### src/design/qrst_consts.svh
// constants and timing figures for the quasi-resonant switch timing core
// Behaviour
// - on supply above turn-on threshold, stop start-up source and begin soft-start switching
// - soft-start is purely timed, 12ms total in 4 equal steps
// - soft-start raises peak limit stepwise from 0.32V to 1V
// - turn-on comes from counter logic, turn-off from analog feedback/sense comparison
// - up/down counter holds the valley index used for turn-on
// - feedback is judged against three thresholds each 48ms period, counter updated once
// - feedback always below low threshold: count up, saturate at 7
// - above low but never above high threshold: keep the value
// - above high but never above reset threshold: count down, saturate at 1
// - above reset threshold: force counter to 1
// - counter starts at 1 at start-up
// - counter stays within 1 to 7, attempts beyond are ignored
// - low and high feedback thresholds follow the line voltage level
// - zero-crossing counter stays within 0 to 7
// - after turn-off each falling zero crossing adds one to the crossing counter
// - crossing counter clears whenever the gate goes high
// - crossing input above overvoltage level while off, past blanking, latches off
// - after gate falls it stays low until ringing suppression expires
// - after ringing suppression, turn on when crossings reach the valley index
// - gate off for max_off_time turns on regardless of counters
// - gate high longer than maximum on time is forced low
`ifndef QRST_CONSTS_SVH
`define QRST_CONSTS_SVH

`define QRST_CLK_KHZ 100000
`define QRST_CLK_NS 10
`define QRST_FB_PERIOD_MS 48
`define QRST_FB_PERIOD_CYC (`QRST_FB_PERIOD_MS * `QRST_CLK_KHZ)
`define QRST_SS_TOTAL_MS 12
`define QRST_SS_STEPS 4
`define QRST_SS_STEP_CYC (`QRST_SS_TOTAL_MS * `QRST_CLK_KHZ / `QRST_SS_STEPS)
`define QRST_SS_LAST_STEP 2'h3
`define QRST_MAX_OFF_US 50
`define QRST_MAX_OFF_CYC (`QRST_MAX_OFF_US * `QRST_CLK_KHZ / 1000)
`define QRST_RING_NS 2500
`define QRST_RING_CYC ((`QRST_RING_NS + `QRST_CLK_NS - 1) / `QRST_CLK_NS)
`define QRST_MAX_ON_NS 30000
`define QRST_MAX_ON_CYC (`QRST_MAX_ON_NS / `QRST_CLK_NS)
`define QRST_OVP_BLANK_NS 2000
`define QRST_OVP_BLANK_CYC ((`QRST_OVP_BLANK_NS + `QRST_CLK_NS - 1) / `QRST_CLK_NS)
`define QRST_VALLEY_MIN 3'h1
`define QRST_VALLEY_MAX 3'h7
`define QRST_ZC_MAX 3'h7
`define QRST_SYNC_W 8

`endif

### src/design/qrst_pkg.sv
// shared types of the quasi-resonant switch timing core
package qrst_pkg;
    typedef logic [2:0] qrst_count_t;
    typedef enum logic [2:0] {
        QRST_WAIT  = 3'b001,
        QRST_RUN   = 3'b010,
        QRST_LATCH = 3'b100
    } qrst_state_e;
endpackage

### src/design/qrst_fb_if.sv
// carrier between the switch core and the valley counter
`timescale 1ns/100ps
interface qrst_fb_if;
    import qrst_pkg::*;
    logic fb_low;
    logic fb_high;
    logic fb_reset;
    logic restart;
    qrst_count_t valley_idx;
    modport ctrl (output fb_low, output fb_high, output fb_reset, output restart,
        input valley_idx);
    modport counter (input fb_low, input fb_high, input fb_reset, input restart,
        output valley_idx);
endinterface

### src/design/qrst_switch_timing.sv
// gate timing core: start-up, soft-start, valley switching, limits and latch-off
`timescale 1ns/100ps
`include "qrst_consts.svh"
module qrst_switch_timing
    import qrst_pkg::*;
#(
    parameter logic [22:0] FB_PERIOD_CYC = 23'(`QRST_FB_PERIOD_CYC),
    parameter logic [18:0] SS_STEP_CYC = 19'(`QRST_SS_STEP_CYC),
    parameter logic [15:0] MAX_OFF_CYC = 16'(`QRST_MAX_OFF_CYC)
)(
    input wire logic core_clk,
    input wire logic reset,
    input wire logic supply_above_on,
    input wire logic fb_above_low,
    input wire logic fb_above_high,
    input wire logic fb_above_reset,
    input wire logic line_high,
    input wire logic cs_trip,
    input wire logic zc_above_zero,
    input wire logic zc_above_ovp,
    output logic gate_drive_output,
    output logic startup_source_en,
    output logic fb_thr_line_sel,
    output logic softstart_active,
    output logic [1:0] peak_limit_step,
    output qrst_count_t valley_index,
    output qrst_count_t zc_count,
    output logic latched_off
);
    localparam logic [15:0] RING_CYC = 16'(`QRST_RING_CYC);
    localparam logic [15:0] MAX_ON_CYC = 16'(`QRST_MAX_ON_CYC);
    localparam logic [15:0] OVP_CYC = 16'(`QRST_OVP_BLANK_CYC);
    localparam int RING_INT = `QRST_RING_CYC;

    qrst_fb_if fbi ();

    logic [`QRST_SYNC_W-1:0] meta_q;
    logic [`QRST_SYNC_W-1:0] sync_q;
    logic [`QRST_SYNC_W-1:0] raw_in;
    logic supply_s;
    logic cs_s;
    logic zc_s;
    logic ovp_s;
    qrst_state_e state_q;
    qrst_state_e state_d;
    logic running;
    logic start_evt;
    logic [18:0] ss_cnt_q;
    logic [1:0] ss_step_q;
    logic ss_busy_q;
    logic ss_step_end;
    logic gate_q;
    logic [15:0] off_cnt_q;
    logic [15:0] on_cnt_q;
    logic ring_done;
    logic valley_ok;
    logic max_off_hit;
    logic max_on_hit;
    logic turn_on;
    logic turn_off;
    logic zc_prev_q;
    logic zc_fall;
    qrst_count_t zc_cnt_q;
    logic [15:0] ovp_cnt_q;
    logic ovp_trip;

    // every comparator is asynchronous to core_clk, so all pass two flops
    assign raw_in = {supply_above_on, fb_above_low, fb_above_high, fb_above_reset,
        line_high, cs_trip, zc_above_zero, zc_above_ovp};
    always_ff @(posedge core_clk)
    begin
        if (reset)
        begin
            meta_q <= 8'h00;
            sync_q <= 8'h00;
        end
        else
        begin
            meta_q <= raw_in;
            sync_q <= meta_q;
        end
    end

    // synchronised level names
    assign supply_s = sync_q[7];
    assign fbi.fb_low = sync_q[6];
    assign fbi.fb_high = sync_q[5];
    assign fbi.fb_reset = sync_q[4];
    assign fb_thr_line_sel = sync_q[3]; // analog picks threshold pair by line level
    assign cs_s = sync_q[2];
    assign zc_s = sync_q[1];
    assign ovp_s = sync_q[0];

    // operating state: wait for supply, run, or latched off until supply-off reset
    assign running = (state_q == QRST_RUN);
    assign start_evt = (state_q == QRST_WAIT) && supply_s;
    assign fbi.restart = start_evt;
    always_comb
    begin
        state_d = state_q;
        unique case (state_q)
            QRST_WAIT: if (supply_s) state_d = QRST_RUN;
            QRST_RUN: if (ovp_trip) state_d = QRST_LATCH;
            QRST_LATCH: state_d = QRST_LATCH;
            default: state_d = QRST_WAIT;
        endcase
    end
    always_ff @(posedge core_clk)
    begin
        if (reset)
            state_q <= QRST_WAIT;
        else
            state_q <= state_d;
    end
    assign startup_source_en = (state_q == QRST_WAIT);
    assign latched_off = (state_q == QRST_LATCH);

    // soft-start: four equal timed steps of the peak limit, no feedback involved
    assign ss_step_end = (ss_cnt_q == SS_STEP_CYC - 19'h00001);
    always_ff @(posedge core_clk)
    begin
        if (reset || start_evt)
        begin
            ss_cnt_q <= 19'h00000;
            ss_step_q <= 2'h0; // lowest step is the 0.32V limit
            ss_busy_q <= start_evt;
        end
        else if (ss_busy_q)
        begin
            ss_cnt_q <= ss_step_end ? 19'h00000 : ss_cnt_q + 19'h00001;
            if (ss_step_end && ss_step_q == `QRST_SS_LAST_STEP)
                ss_busy_q <= 1'b0;
            else if (ss_step_end)
                ss_step_q <= ss_step_q + 2'h1;
        end
    end
    // last step is the 1V limit; the analog side takes the lower of this and foldback
    assign peak_limit_step = ss_step_q;
    assign softstart_active = ss_busy_q;

    // switching decisions: counters turn on, analog comparison turns off
    assign ring_done = (off_cnt_q >= RING_CYC);
    assign valley_ok = (zc_cnt_q >= fbi.valley_idx);
    assign max_off_hit = (off_cnt_q >= MAX_OFF_CYC - 16'h0001);
    assign max_on_hit = (on_cnt_q >= MAX_ON_CYC - 16'h0001);
    assign turn_on = running && !ovp_trip && !gate_q
        && ((ring_done && valley_ok) || max_off_hit);
    assign turn_off = gate_q && (cs_s || max_on_hit || !running);
    always_ff @(posedge core_clk)
    begin
        if (reset)
            gate_q <= 1'b0;
        else if (turn_on)
            gate_q <= 1'b1;
        else if (turn_off)
            gate_q <= 1'b0;
    end
    assign gate_drive_output = gate_q;

    // on and off time counters, saturating so they never wrap
    always_ff @(posedge core_clk)
    begin
        if (reset || gate_q || start_evt)
            off_cnt_q <= 16'h0000;
        else if (!max_off_hit)
            off_cnt_q <= off_cnt_q + 16'h0001;
        if (reset || !gate_q)
            on_cnt_q <= 16'h0000;
        else if (!max_on_hit)
            on_cnt_q <= on_cnt_q + 16'h0001;
    end

    // falling crossing of the 100mV level, seen only after the second flop
    assign zc_fall = zc_prev_q && !zc_s;
    always_ff @(posedge core_clk)
    begin
        if (reset)
            zc_prev_q <= 1'b0;
        else
            zc_prev_q <= zc_s;
    end
    always_ff @(posedge core_clk)
    begin
        if (reset || turn_on)
            zc_cnt_q <= 3'h0;
        else if (!gate_q && zc_fall && zc_cnt_q != `QRST_ZC_MAX)
            zc_cnt_q <= zc_cnt_q + 3'h1;
    end
    assign zc_count = zc_cnt_q;
    assign valley_index = fbi.valley_idx;

    // overvoltage must persist over the blanking time while off; a short spike resets it
    assign ovp_trip = ovp_s && !gate_q && (ovp_cnt_q >= OVP_CYC - 16'h0001);
    always_ff @(posedge core_clk)
    begin
        if (reset || gate_q || !ovp_s || !running)
            ovp_cnt_q <= 16'h0000;
        else if (!ovp_trip)
            ovp_cnt_q <= ovp_cnt_q + 16'h0001;
    end

    qrst_valley_counter #(
        .PERIOD_CYC(FB_PERIOD_CYC)
    ) u_valley (
        .core_clk(core_clk),
        .reset(reset),
        .fb(fbi.counter)
    );

    a_ring_hold_low: assert property (@(posedge core_clk) disable iff (reset)
        $rose(gate_q) |-> $past(off_cnt_q) >= RING_INT || $past(max_off_hit))
        else $error("gate rose inside ringing suppression");
    a_valley_turn_on: assert property (@(posedge core_clk) disable iff (reset)
        running && !gate_q && ring_done && valley_ok && !ovp_trip |=> gate_q)
        else $error("gate missed a valley turn-on");
    a_max_off_on: assert property (@(posedge core_clk) disable iff (reset)
        running && !gate_q && max_off_hit && !ovp_trip |=> gate_q)
        else $error("gate stayed off past max off time");
    a_max_on_off: assert property (@(posedge core_clk) disable iff (reset)
        gate_q && max_on_hit |=> !gate_q)
        else $error("gate stayed on past max on time");
    a_zc_clear_on: assert property (@(posedge core_clk) disable iff (reset)
        $rose(gate_q) |-> zc_cnt_q == 3'h0)
        else $error("crossing counter not cleared at turn-on");
    a_zc_count_fall: assert property (@(posedge core_clk) disable iff (reset)
        !gate_q && zc_fall && zc_cnt_q != 3'h7 && !turn_on
        |=> zc_cnt_q == $past(zc_cnt_q) + 3'h1)
        else $error("falling crossing not counted");
    a_latch_hold_low: assert property (@(posedge core_clk) disable iff (reset)
        latched_off |=> latched_off && !gate_q)
        else $error("latch released or gate driven while latched");
    a_ss_first_step: assert property (@(posedge core_clk) disable iff (reset)
        start_evt |=> softstart_active && peak_limit_step == 2'h0 && !startup_source_en)
        else $error("soft-start did not begin at the lowest step");

    // soft-start: the limit moves only at a step end and finishes on the top step,
    // so the analog side never sees a skipped or repeated step
    a_ss_step_adv: assert property (@(posedge core_clk) disable iff (reset)
        ss_busy_q && ss_step_end && ss_step_q != `QRST_SS_LAST_STEP
        |=> ss_step_q == $past(ss_step_q) + 2'h1)
        else $error("soft-start step did not advance at its end");
    a_ss_step_hold: assert property (@(posedge core_clk) disable iff (reset)
        !(ss_busy_q && ss_step_end) && !start_evt |=> $stable(ss_step_q))
        else $error("soft-start step moved between step ends");
    a_ss_end_top: assert property (@(posedge core_clk) disable iff (reset)
        $fell(softstart_active) |-> peak_limit_step == `QRST_SS_LAST_STEP)
        else $error("soft-start ended below the top step");

    // switching limits; the time counters saturate so a long off time never wraps
    // into a false ring-done, without any extra flops
    a_cs_turn_off: assert property (@(posedge core_clk) disable iff (reset)
        gate_q && cs_s |=> !gate_q)
        else $error("gate stayed on after the sense comparator tripped");
    a_ring_no_early: assert property (@(posedge core_clk) disable iff (reset)
        !gate_q && !ring_done && !max_off_hit |=> !gate_q)
        else $error("gate rose before ringing suppression ended");
    a_off_restart: assert property (@(posedge core_clk) disable iff (reset)
        $fell(gate_q) |-> off_cnt_q == 16'h0000)
        else $error("off time did not restart at turn-off");
    a_on_restart: assert property (@(posedge core_clk) disable iff (reset)
        $rose(gate_q) |-> on_cnt_q == 16'h0000)
        else $error("on time did not restart at turn-on");
    a_off_sat: assert property (@(posedge core_clk) disable iff (reset)
        off_cnt_q <= MAX_OFF_CYC - 16'h0001)
        else $error("off time counter ran past its limit");
    a_on_sat: assert property (@(posedge core_clk) disable iff (reset)
        on_cnt_q <= MAX_ON_CYC - 16'h0001)
        else $error("on time counter ran past its limit");
    a_zc_hold_on: assert property (@(posedge core_clk) disable iff (reset)
        gate_q |=> $stable(zc_cnt_q))
        else $error("crossing counter moved while the gate was on");
    a_zc_saturate: assert property (@(posedge core_clk) disable iff (reset)
        zc_cnt_q == `QRST_ZC_MAX && !turn_on |=> zc_cnt_q == `QRST_ZC_MAX)
        else $error("crossing counter left its top value");

    // start-up and protection; turn_on is gated by ovp_trip, so a latch can never
    // coincide with a fresh pulse
    a_wait_gate_low: assert property (@(posedge core_clk) disable iff (reset)
        startup_source_en |-> !gate_q)
        else $error("gate driven while the start-up source was on");
    a_run_from_start: assert property (@(posedge core_clk) disable iff (reset)
        $rose(running) |-> $past(start_evt))
        else $error("switching began without a start event");
    a_restart_one: assert property (@(posedge core_clk) disable iff (reset)
        start_evt |=> valley_index == `QRST_VALLEY_MIN)
        else $error("valley index not one after start-up");
    a_ovp_latch: assert property (@(posedge core_clk) disable iff (reset)
        running && ovp_trip |=> latched_off)
        else $error("persistent overvoltage did not latch off");
    a_ovp_on_clear: assert property (@(posedge core_clk) disable iff (reset)
        gate_q |=> ovp_cnt_q == 16'h0000)
        else $error("overvoltage blanking not restarted by a pulse");
    a_latch_gate_low: assert property (@(posedge core_clk) disable iff (reset)
        $rose(latched_off) |-> !gate_q)
        else $error("gate high when the latch engaged");
    a_sync_second_flop: assert property (@(posedge core_clk) disable iff (reset)
        sync_q == $past(meta_q))
        else $error("synchroniser skipped its second flop");
    c_valley_on: cover property (@(posedge core_clk) disable iff (reset)
        turn_on && valley_ok && fbi.valley_idx > 3'h1);
    c_max_off_on: cover property (@(posedge core_clk) disable iff (reset)
        turn_on && !valley_ok);
    c_latch: cover property (@(posedge core_clk) disable iff (reset) $rose(latched_off));
    c_ss_done: cover property (@(posedge core_clk) disable iff (reset) $fell(ss_busy_q));
endmodule

### src/design/qrst_valley_counter.sv
// load-dependent up/down valley counter, judged once per feedback period
`timescale 1ns/100ps
`include "qrst_consts.svh"
module qrst_valley_counter
    import qrst_pkg::*;
#(
    parameter logic [22:0] PERIOD_CYC = 23'(`QRST_FB_PERIOD_CYC)
)(
    input wire logic core_clk,
    input wire logic reset,
    qrst_fb_if.counter fb
);
    logic [22:0] per_cnt_q;
    logic seen_low_q;
    logic seen_high_q;
    logic seen_rst_q;
    qrst_count_t idx_q;
    logic per_end;
    logic any_low;
    logic any_high;
    logic any_rst;
    qrst_count_t idx_up;
    qrst_count_t idx_dn;
    qrst_count_t idx_d;

    // the sample of the final cycle still counts toward this period
    assign per_end = (per_cnt_q == PERIOD_CYC - 23'h000001);
    assign any_low = seen_low_q | fb.fb_low;
    assign any_high = seen_high_q | fb.fb_high;
    assign any_rst = seen_rst_q | fb.fb_reset;
    assign idx_up = (idx_q == `QRST_VALLEY_MAX) ? idx_q : idx_q + 3'h1;
    assign idx_dn = (idx_q == `QRST_VALLEY_MIN) ? idx_q : idx_q - 3'h1;
    assign idx_d = any_rst ? `QRST_VALLEY_MIN
        : any_high ? idx_dn
        : any_low ? idx_q
        : idx_up;
    assign fb.valley_idx = idx_q;

    // period timer and sticky threshold flags
    always_ff @(posedge core_clk)
    begin
        if (reset || fb.restart || per_end)
        begin
            per_cnt_q <= 23'h000000;
            seen_low_q <= 1'b0;
            seen_high_q <= 1'b0;
            seen_rst_q <= 1'b0;
        end
        else
        begin
            per_cnt_q <= per_cnt_q + 23'h000001;
            seen_low_q <= any_low;
            seen_high_q <= any_high;
            seen_rst_q <= any_rst;
        end
    end

    // one update per period; start-up gives full load capability
    always_ff @(posedge core_clk)
    begin
        if (reset || fb.restart)
            idx_q <= `QRST_VALLEY_MIN;
        else if (per_end)
            idx_q <= idx_d;
    end

    a_udc_range: assert property (@(posedge core_clk) disable iff (reset)
        idx_q >= `QRST_VALLEY_MIN && idx_q <= `QRST_VALLEY_MAX)
        else $error("valley index out of range");
    a_udc_force_one: assert property (@(posedge core_clk) disable iff (reset)
        per_end && any_rst && !fb.restart |=> idx_q == `QRST_VALLEY_MIN)
        else $error("reset threshold did not force index to one");
    a_udc_count_up: assert property (@(posedge core_clk) disable iff (reset)
        per_end && !any_low && !any_high && !any_rst && !fb.restart
        |=> idx_q == (($past(idx_q) == 3'h7) ? 3'h7 : $past(idx_q) + 3'h1))
        else $error("index did not count up on a light period");
    a_udc_hold_mid: assert property (@(posedge core_clk) disable iff (reset)
        !per_end && !fb.restart |=> $stable(idx_q))
        else $error("index changed inside a period");
    c_udc_top: cover property (@(posedge core_clk) disable iff (reset) idx_q == 3'h7);
endmodule

### config.mk
export PLATFORM = sky130hd
export DESIGN_NAME = qrst_switch_timing
export DESIGN_NICKNAME = d
export VERILOG_FILES = /design/src/design/qrst_pkg.sv /design/src/design/qrst_fb_if.sv /design/src/design/qrst_switch_timing.sv /design/src/design/qrst_valley_counter.sv
export VERILOG_INCLUDE_DIRS = /design/src /design/src/design
export SDC_FILE = /design/constraint.sdc
export NUM_CORES = 1
export LEC_CHECK = 0
export BUFFER_PORTS_ARGS = -buffer_cell sky130_fd_sc_hd__buf_2
export CAP_MARGIN = 30
export CORE_ASPECT_RATIO = 1.4
export CORE_MARGIN = 4
export CORE_UTILIZATION = 55
export DETAILED_ROUTE_END_ITERATION = 16
export PLACE_DENSITY = 0.72
export SYNTH_ARGS = -nofsm -noshare
export SYNTH_HDL_FRONTEND = slang
export SYNTH_SLANG_ARGS = --single-unit
### constraint.sdc
create_clock -name core_clk -period 6.1 [get_ports core_clk]
set_clock_uncertainty 0.2 [all_clocks]
set_input_delay 0.915 -clock core_clk [delete_from_list [all_inputs] [get_ports core_clk]]
set_output_delay 0.915 -clock core_clk [all_outputs]
set_load 0.05 [all_outputs]
# Yosys cells after proc, flatten, opt, wreduce, memory -nomap -nowiden
# Cells that the tools add are included.
dict set report word_totals {
  reg_bits 123
  inputBits 10
  output_inout_bits 13
}
dict set report op_classes {
  n_lt_le_gt_ge 5
  eq_ne 14
  n_addsub 9
  bitwise_logic 4
  muxes 14
  reduce_logical 32
}
# op n
set op_table {}
lappend op_table {{adder 16 x 1 -> 16 bit, second input constant} 3}
lappend op_table {{greater-or-equal comparator 16 x 8 -> 1 bit, second input constant} 2}
lappend op_table {{adder 23 x 1 -> 23 bit, second input constant} 1}
lappend op_table {{== test 23 bit, second input constant} 1}
lappend op_table {{two-way mux 3 bit} 7}
lappend op_table {{adder 19 x 1 -> 19 bit, second input constant} 1}
lappend op_table {{== test 19 bit, second input constant} 1}
lappend op_table {{two-way mux 19 bit} 1}
lappend op_table {{greater-or-equal comparator 16 x 12 -> 1 bit, second input constant} 1}
lappend op_table {{greater-or-equal comparator 16 x 13 -> 1 bit, second input constant} 1}
lappend op_table {{logical AND 1 bit} 12}
lappend op_table {{logical OR 1 bit} 11}
lappend op_table {{!= test 3 bit, second input constant} 3}
lappend op_table {{case mux 3 bit (3 select lines)} 1}
lappend op_table {{adder 3 x 1 -> 3 bit, second input constant} 2}
lappend op_table {{== test 3 x 1 -> 1 bit, second input constant} 2}
lappend op_table {{== test 3 bit, second input constant} 2}
lappend op_table {{logical NOT 1 bit} 5}
lappend op_table {{two-way mux 1 bit} 5}
lappend op_table {{!= test 2 x 1 -> 1 bit, second input constant} 2}
lappend op_table {{AND reduction 4 bit} 1}
lappend op_table {{== test 3 x 2 -> 1 bit, second input constant} 1}
lappend op_table {{greater-or-equal comparator 3 bit} 1}
lappend op_table {{!= test 3 x 1 -> 1 bit, second input constant} 1}
lappend op_table {{8 further kinds} 10}

# Longest topological paths before layout
dict set report depth {
  depth_word 8
  depth_mapped 7
}

# Hierarchy
# From an unflattened synthesis, not the netlist that was laid out.
dict set report hier_totals {
  cells_unflattened 584
  hier_area_um2 5437.7
}
# mod cells_per_inst instances area_each_um2 seq_area_each_um2
set modules_own_cells {}
lappend modules_own_cells {qrst_switch_timing 422 1 3996.3 1881.8}
lappend modules_own_cells {qrst_valley_counter 162 1 1441.4 580.6}

# Worst setup path after synthesis
# OpenSTA, ideal clock, no wires.
dict set report synth_timing {
  path_type {flip-flop to flip-flop}
  start {reg state_q[0]}
  end {reg ss_cnt_q[10]}
  synth_period_minus_slack_ns 2.708
  required_ns 5.783
  setup_slack_ns 3.392
  setup_time_ns 0.117
  path_stages_with_launch 7
  path_buffers 1
  arrival_time_ns 2.391
  cell_sequence {dfxtp_1 -> nor3b_1 -> and2_1 -> or2_1 -> a21o_2 -> buf_2 -> nor2_1}
}
dict set report synth_via {
  elab_chain_cells 3
}
# element line
set synth_lines {}
lappend synth_lines {{start: declaration} qrst_switch_timing.sv:44} ;# qrst_state_e state_q;
lappend synth_lines {{start signal: assignment} qrst_switch_timing.sv:113} ;# state_q <= state_d;
lappend synth_lines {{== test 3 x 1 -> 1 bit} n/a}
lappend synth_lines {{named net startup_source_en} qrst_switch_timing.sv:22} ;# output logic startup_source_en,
lappend synth_lines {{logical AND 1 bit} qrst_switch_timing.sv:96} ;# assign start_evt = (state_q == QRST_WAIT) && supply_s;
lappend synth_lines {{logical OR 1 bit} qrst_switch_timing.sv:122} ;# if (reset || start_evt)
lappend synth_lines {{end signal: assignment} qrst_switch_timing.sv:130} ;# ss_cnt_q <= ss_step_end ? 19'h00000 : ss_cnt_q + 19'h00001;
lappend synth_lines {{end: declaration} qrst_switch_timing.sv:48} ;# logic [18:0] ss_cnt_q;
# The timed path passes the listed nets, and every way through them passes these cells.
# A chain may end at the register's enable or synchronous reset.

# Worst setup path in the final report
dict set report layout_timing {
  start {reg state_q[2]}
  end {out latched_off}
}
dict set report layout_via {
  elab_chain_cells 1
}
# element line
set layout_lines {}
lappend layout_lines {{== test 3 bit} qrst_switch_timing.sv:116} ;# assign latched_off = (state_q == QRST_LATCH);
lappend layout_lines {{end: declaration} qrst_switch_timing.sv:28} ;# output logic latched_off
# No other way between the ends.

==> results by group <==
Critical path
  • Critical path class: reg2out
  • Largest stage delay on the critical path: about 0.40 ns
  • Crit path cell chain: nor3b_1 -> buf_2
  • Setup crit start kind: register
  • CP required: around 5 ns
  • Delay-heaviest family, CP: flip-flops
  • Critical Path AT: 1.42 ns
  • CP Buf/Inv Count: 1
  • Crit-path slowest cell: dfxtp_1
  • Crit Path Max Fanout: 6
  • Crit. End Element: output port

Synthesis
  • Post-Synthesis Cell Area: 5390 sq um
  • EDFF count, synth: 0
  • Mean post-synth cell area: 9.51 sq um
  • Async SR Flop Fraction: 0
  • Synth Area in Compound Gates: 0.0826
  • Syn Nets: 593
  • Main combinational cell family by area after synthesis: simple AND/OR/NAND/NOR gates
  • Adder-cell share of the synthesized area: 0.0371
  • Mux cell area share after synthesis: 0.00742
  • #FFs+latches synth: about 120
  • Post-Synth Simple-Gate Area: 0.289
  • Yosys cell types: 58
  • Mapped Cells: 567
  • Synth Area in XOR/XNOR: 0.107
  • Top_reg_cell synth: dfxtp_1
  • Synth warn: 0
  • Sequential area share after synthesis: 0.457

Detailed routing
  • Drt total wl: 10000 um
  • DR pass1 iterations: 4
  • WL met3: 318 um
  • DR vias/cell: 5.29
  • Wl on met1: about 4500 um
  • Met2 wire length: 5020 um
  • Vias post-DR: 3912
  • Post-route ant nets: 0
  • Post-DR wirelength/cell: 13.6 um
  • Initial DRC count: 187
  • DR top layer: met4
  • DRC viols: 0

Pwr
  • Pwr dens: 309 nW/um^2
  • Leak: 2.32 nW
  • Worst vdd ir: about 0.21 mV

Global routing
  • Largest net degree at the start of global routing: 30
  • First-pass GRT wire length: 17600 um
  • Total gr overflow: 0
  • Tot GR Track Use: 0.187
  • Number of global-route vias before repair: around 3900
  • Initial antenna violation count: 0

Clocking
  • Clock Latency Late Sink: 0.41 ns
  • Clock transition at the registers of the reported paths: 0.06 ns
  • Clock Tree Root: clkbuf_16
  • Total setup buffers inserted after CTS: 0
  • PostCTS Resize Cnt: 0
  • Hold_buf cts: 0
  • Maximum clock path buffer count: 2
  • Num Clock Sinks: 123
  • H-tree levels: 4
  • Num CTS Buffers: 17
  • CTS tree: done

Layout
  • N_diodes: 0
  • Layout cells sized above 1: 0.145
  • Commonest non-fill, non-tap cell in the layout: dfxtp_1
  • Most frequent cells in the layout: dfxtp_1, nor2_1, xnor2_1
  • Layout area overhead: 15.8%
  • Sequential cell area: 2460 sq um
  • Layout Nets: 621
  • Fill cell count: 769
  • Multi-input logic area: 2820 sq um

Die
  • FP Rows: 42
  • Die Y: approximately 130 um
  • Die width: 91.7 um
  • Total core area: 9510 sq um
  • Die area: around 11000 sq um
  • Starting Density: 0.567
  • I/O pin count: 23

STA
  • Worst slew pin tran: roughly 0.72 ns
  • Setup Total Neg Slack: 0 ns
  • RSZ-0062 raised after global routing: false
  • Final Hold Viols: 0
  • Tcrit/Tclk final: 0.415
  • Pins over their slew limit: 0
  • FMAX: just under 0.4 GHz
  • Setup violators final: 0
  • Post-route minimum period: roughly 2.5 ns
  • Slew margin rel.: 0.519
  • WHS: 0.233 ns

Job
  • Max-capacitance violation count: 0

Placement
  • Hpwl dp: 6930 um
  • GP Congestion: 0.800
  • I/O Buffers: 22

Outcome
  • Outcome: finished, final reports clean

Worst hold path
  • Worst hold path type: reg2reg
cell usage after synthesis (3+ instances only):
cell type / number / area (sq um)
nand4_1: 19 / 119
clkbuf_1: 5 / 18.8
xnor2_1: 36 / 315
nand2_1: 34 / 128
or3_1: 3 / 18.8
a211oi_1: 7 / 52.6
nand4b_1: 3 / 26.3
nor2b_1: 21 / 131
and2_1: 10 / 62.6
and4_1: 5 / 43.8
ha_1: 16 / 200
a21oi_1: 14 / 70.1
dfxtp_1: 123 / 2460
nand2b_1: 6 / 37.5
inv_1: 12 / 45.0
and3_1: 14 / 87.6
o21ai_0: 4 / 20.0
nor3_2: 3 / 30.0
nor3_1: 7 / 35.0
nor4_1: 4 / 25.0
mux2i_1: 4 / 40.0
nand3_1: 27 / 135
nor4_2: 6 / 75.1
nor3b_1: 3 / 22.5
nor2_1: 96 / 360
a2111oi_2: 3 / 45.0
buf_2: 9 / 45.0
xor2_1: 30 / 263
per-layer routing:
metal / vias up / GRT usage
li1: 2014 / -
met1: 1825 / 0.216
met2: 55 / 0.313
met3: 18 / 0.0535
met4: 0 / 0.0945
met5: - / 0
stage by stage:
stage / worst slack, ns / power [mW] / std cells / utilization / instance area, sq um
final: 3.57 / 1.93 / 740 / 0.657 / 6250
after global routing: 3.46 / 2.00 / 740 / 0.657 / 6250
after CTS: 3.55 / 1.95 / 739 / 0.656 / 6240
after detailed placement: 3.53 / 0.886 / 707 / 0.589 / 5610
after global placement: 3.63 / 0.885 / 707 / 0.589 / 5610
after floorplan: 3.39 / 0.875 / 567 / - / 5390
cells by family after synthesis:
group                      count (synthesis)
and+or+nand+nor                          281
DFF                                      123
muxes                                      4
adders and majority gates                 16
buffers and inverters                     26
AOI/OAI and AO/OA                         51
xor gates and xnor gates                  66
state kept, by name (all words and copies together) (netlist names):
| name | count |
|---|---|
| on_cnt_q | 16 |
| zc_count | 3 |
| sync_q | 8 |
| peak_limit_step | 2 |
| softstart_active | 1 |
| u_valley.per_cnt_q | 23 |
| u_valley.seen_high_q | 1 |
| state_q | 3 |
| u_valley.seen_low_q | 1 |
| u_valley.fb.valley_idx | 3 |
| gate_drive_output | 1 |
| zc_prev_q | 1 |
| u_valley.seen_rst_q | 1 |
| off_cnt_q | 16 |
| meta_q | 8 |
| ovp_cnt_q | 16 |
| ss_cnt_q | 19 |
report_power, final:
group / switching [mW] / total (mW) / internal, mW
combinational: 0.0291 / 0.0461 / 0.0170
clock: 0.366 / 1.06 / 0.696
sequential: 0.00837 / 0.824 / 0.815
total: 0.403 / 1.93 / 1.53
layout make-up:
type,instances,area share
inverter,12,0.00721
timing repair buffer,23,0.0188
clock inverter,14,0.0310
multi-input combinational,418,0.452
sequential,123,0.394
tap,132,0.0264
clock buffer,18,0.0703
final timing paths:
check,start,endpoint,slack (ns),depth (start not counted)
setup / recovery,state_q[2],latched_off,3.57,2
hold / removal,meta_q[2],sync_q[2],0.23,1
setup reg to reg,ovp_cnt_q[0],zc_count[0],3.94,6
hold reg to reg,meta_q[2],sync_q[2],0.23,1
Note: power is estimated with default switching activity, not from simulation.
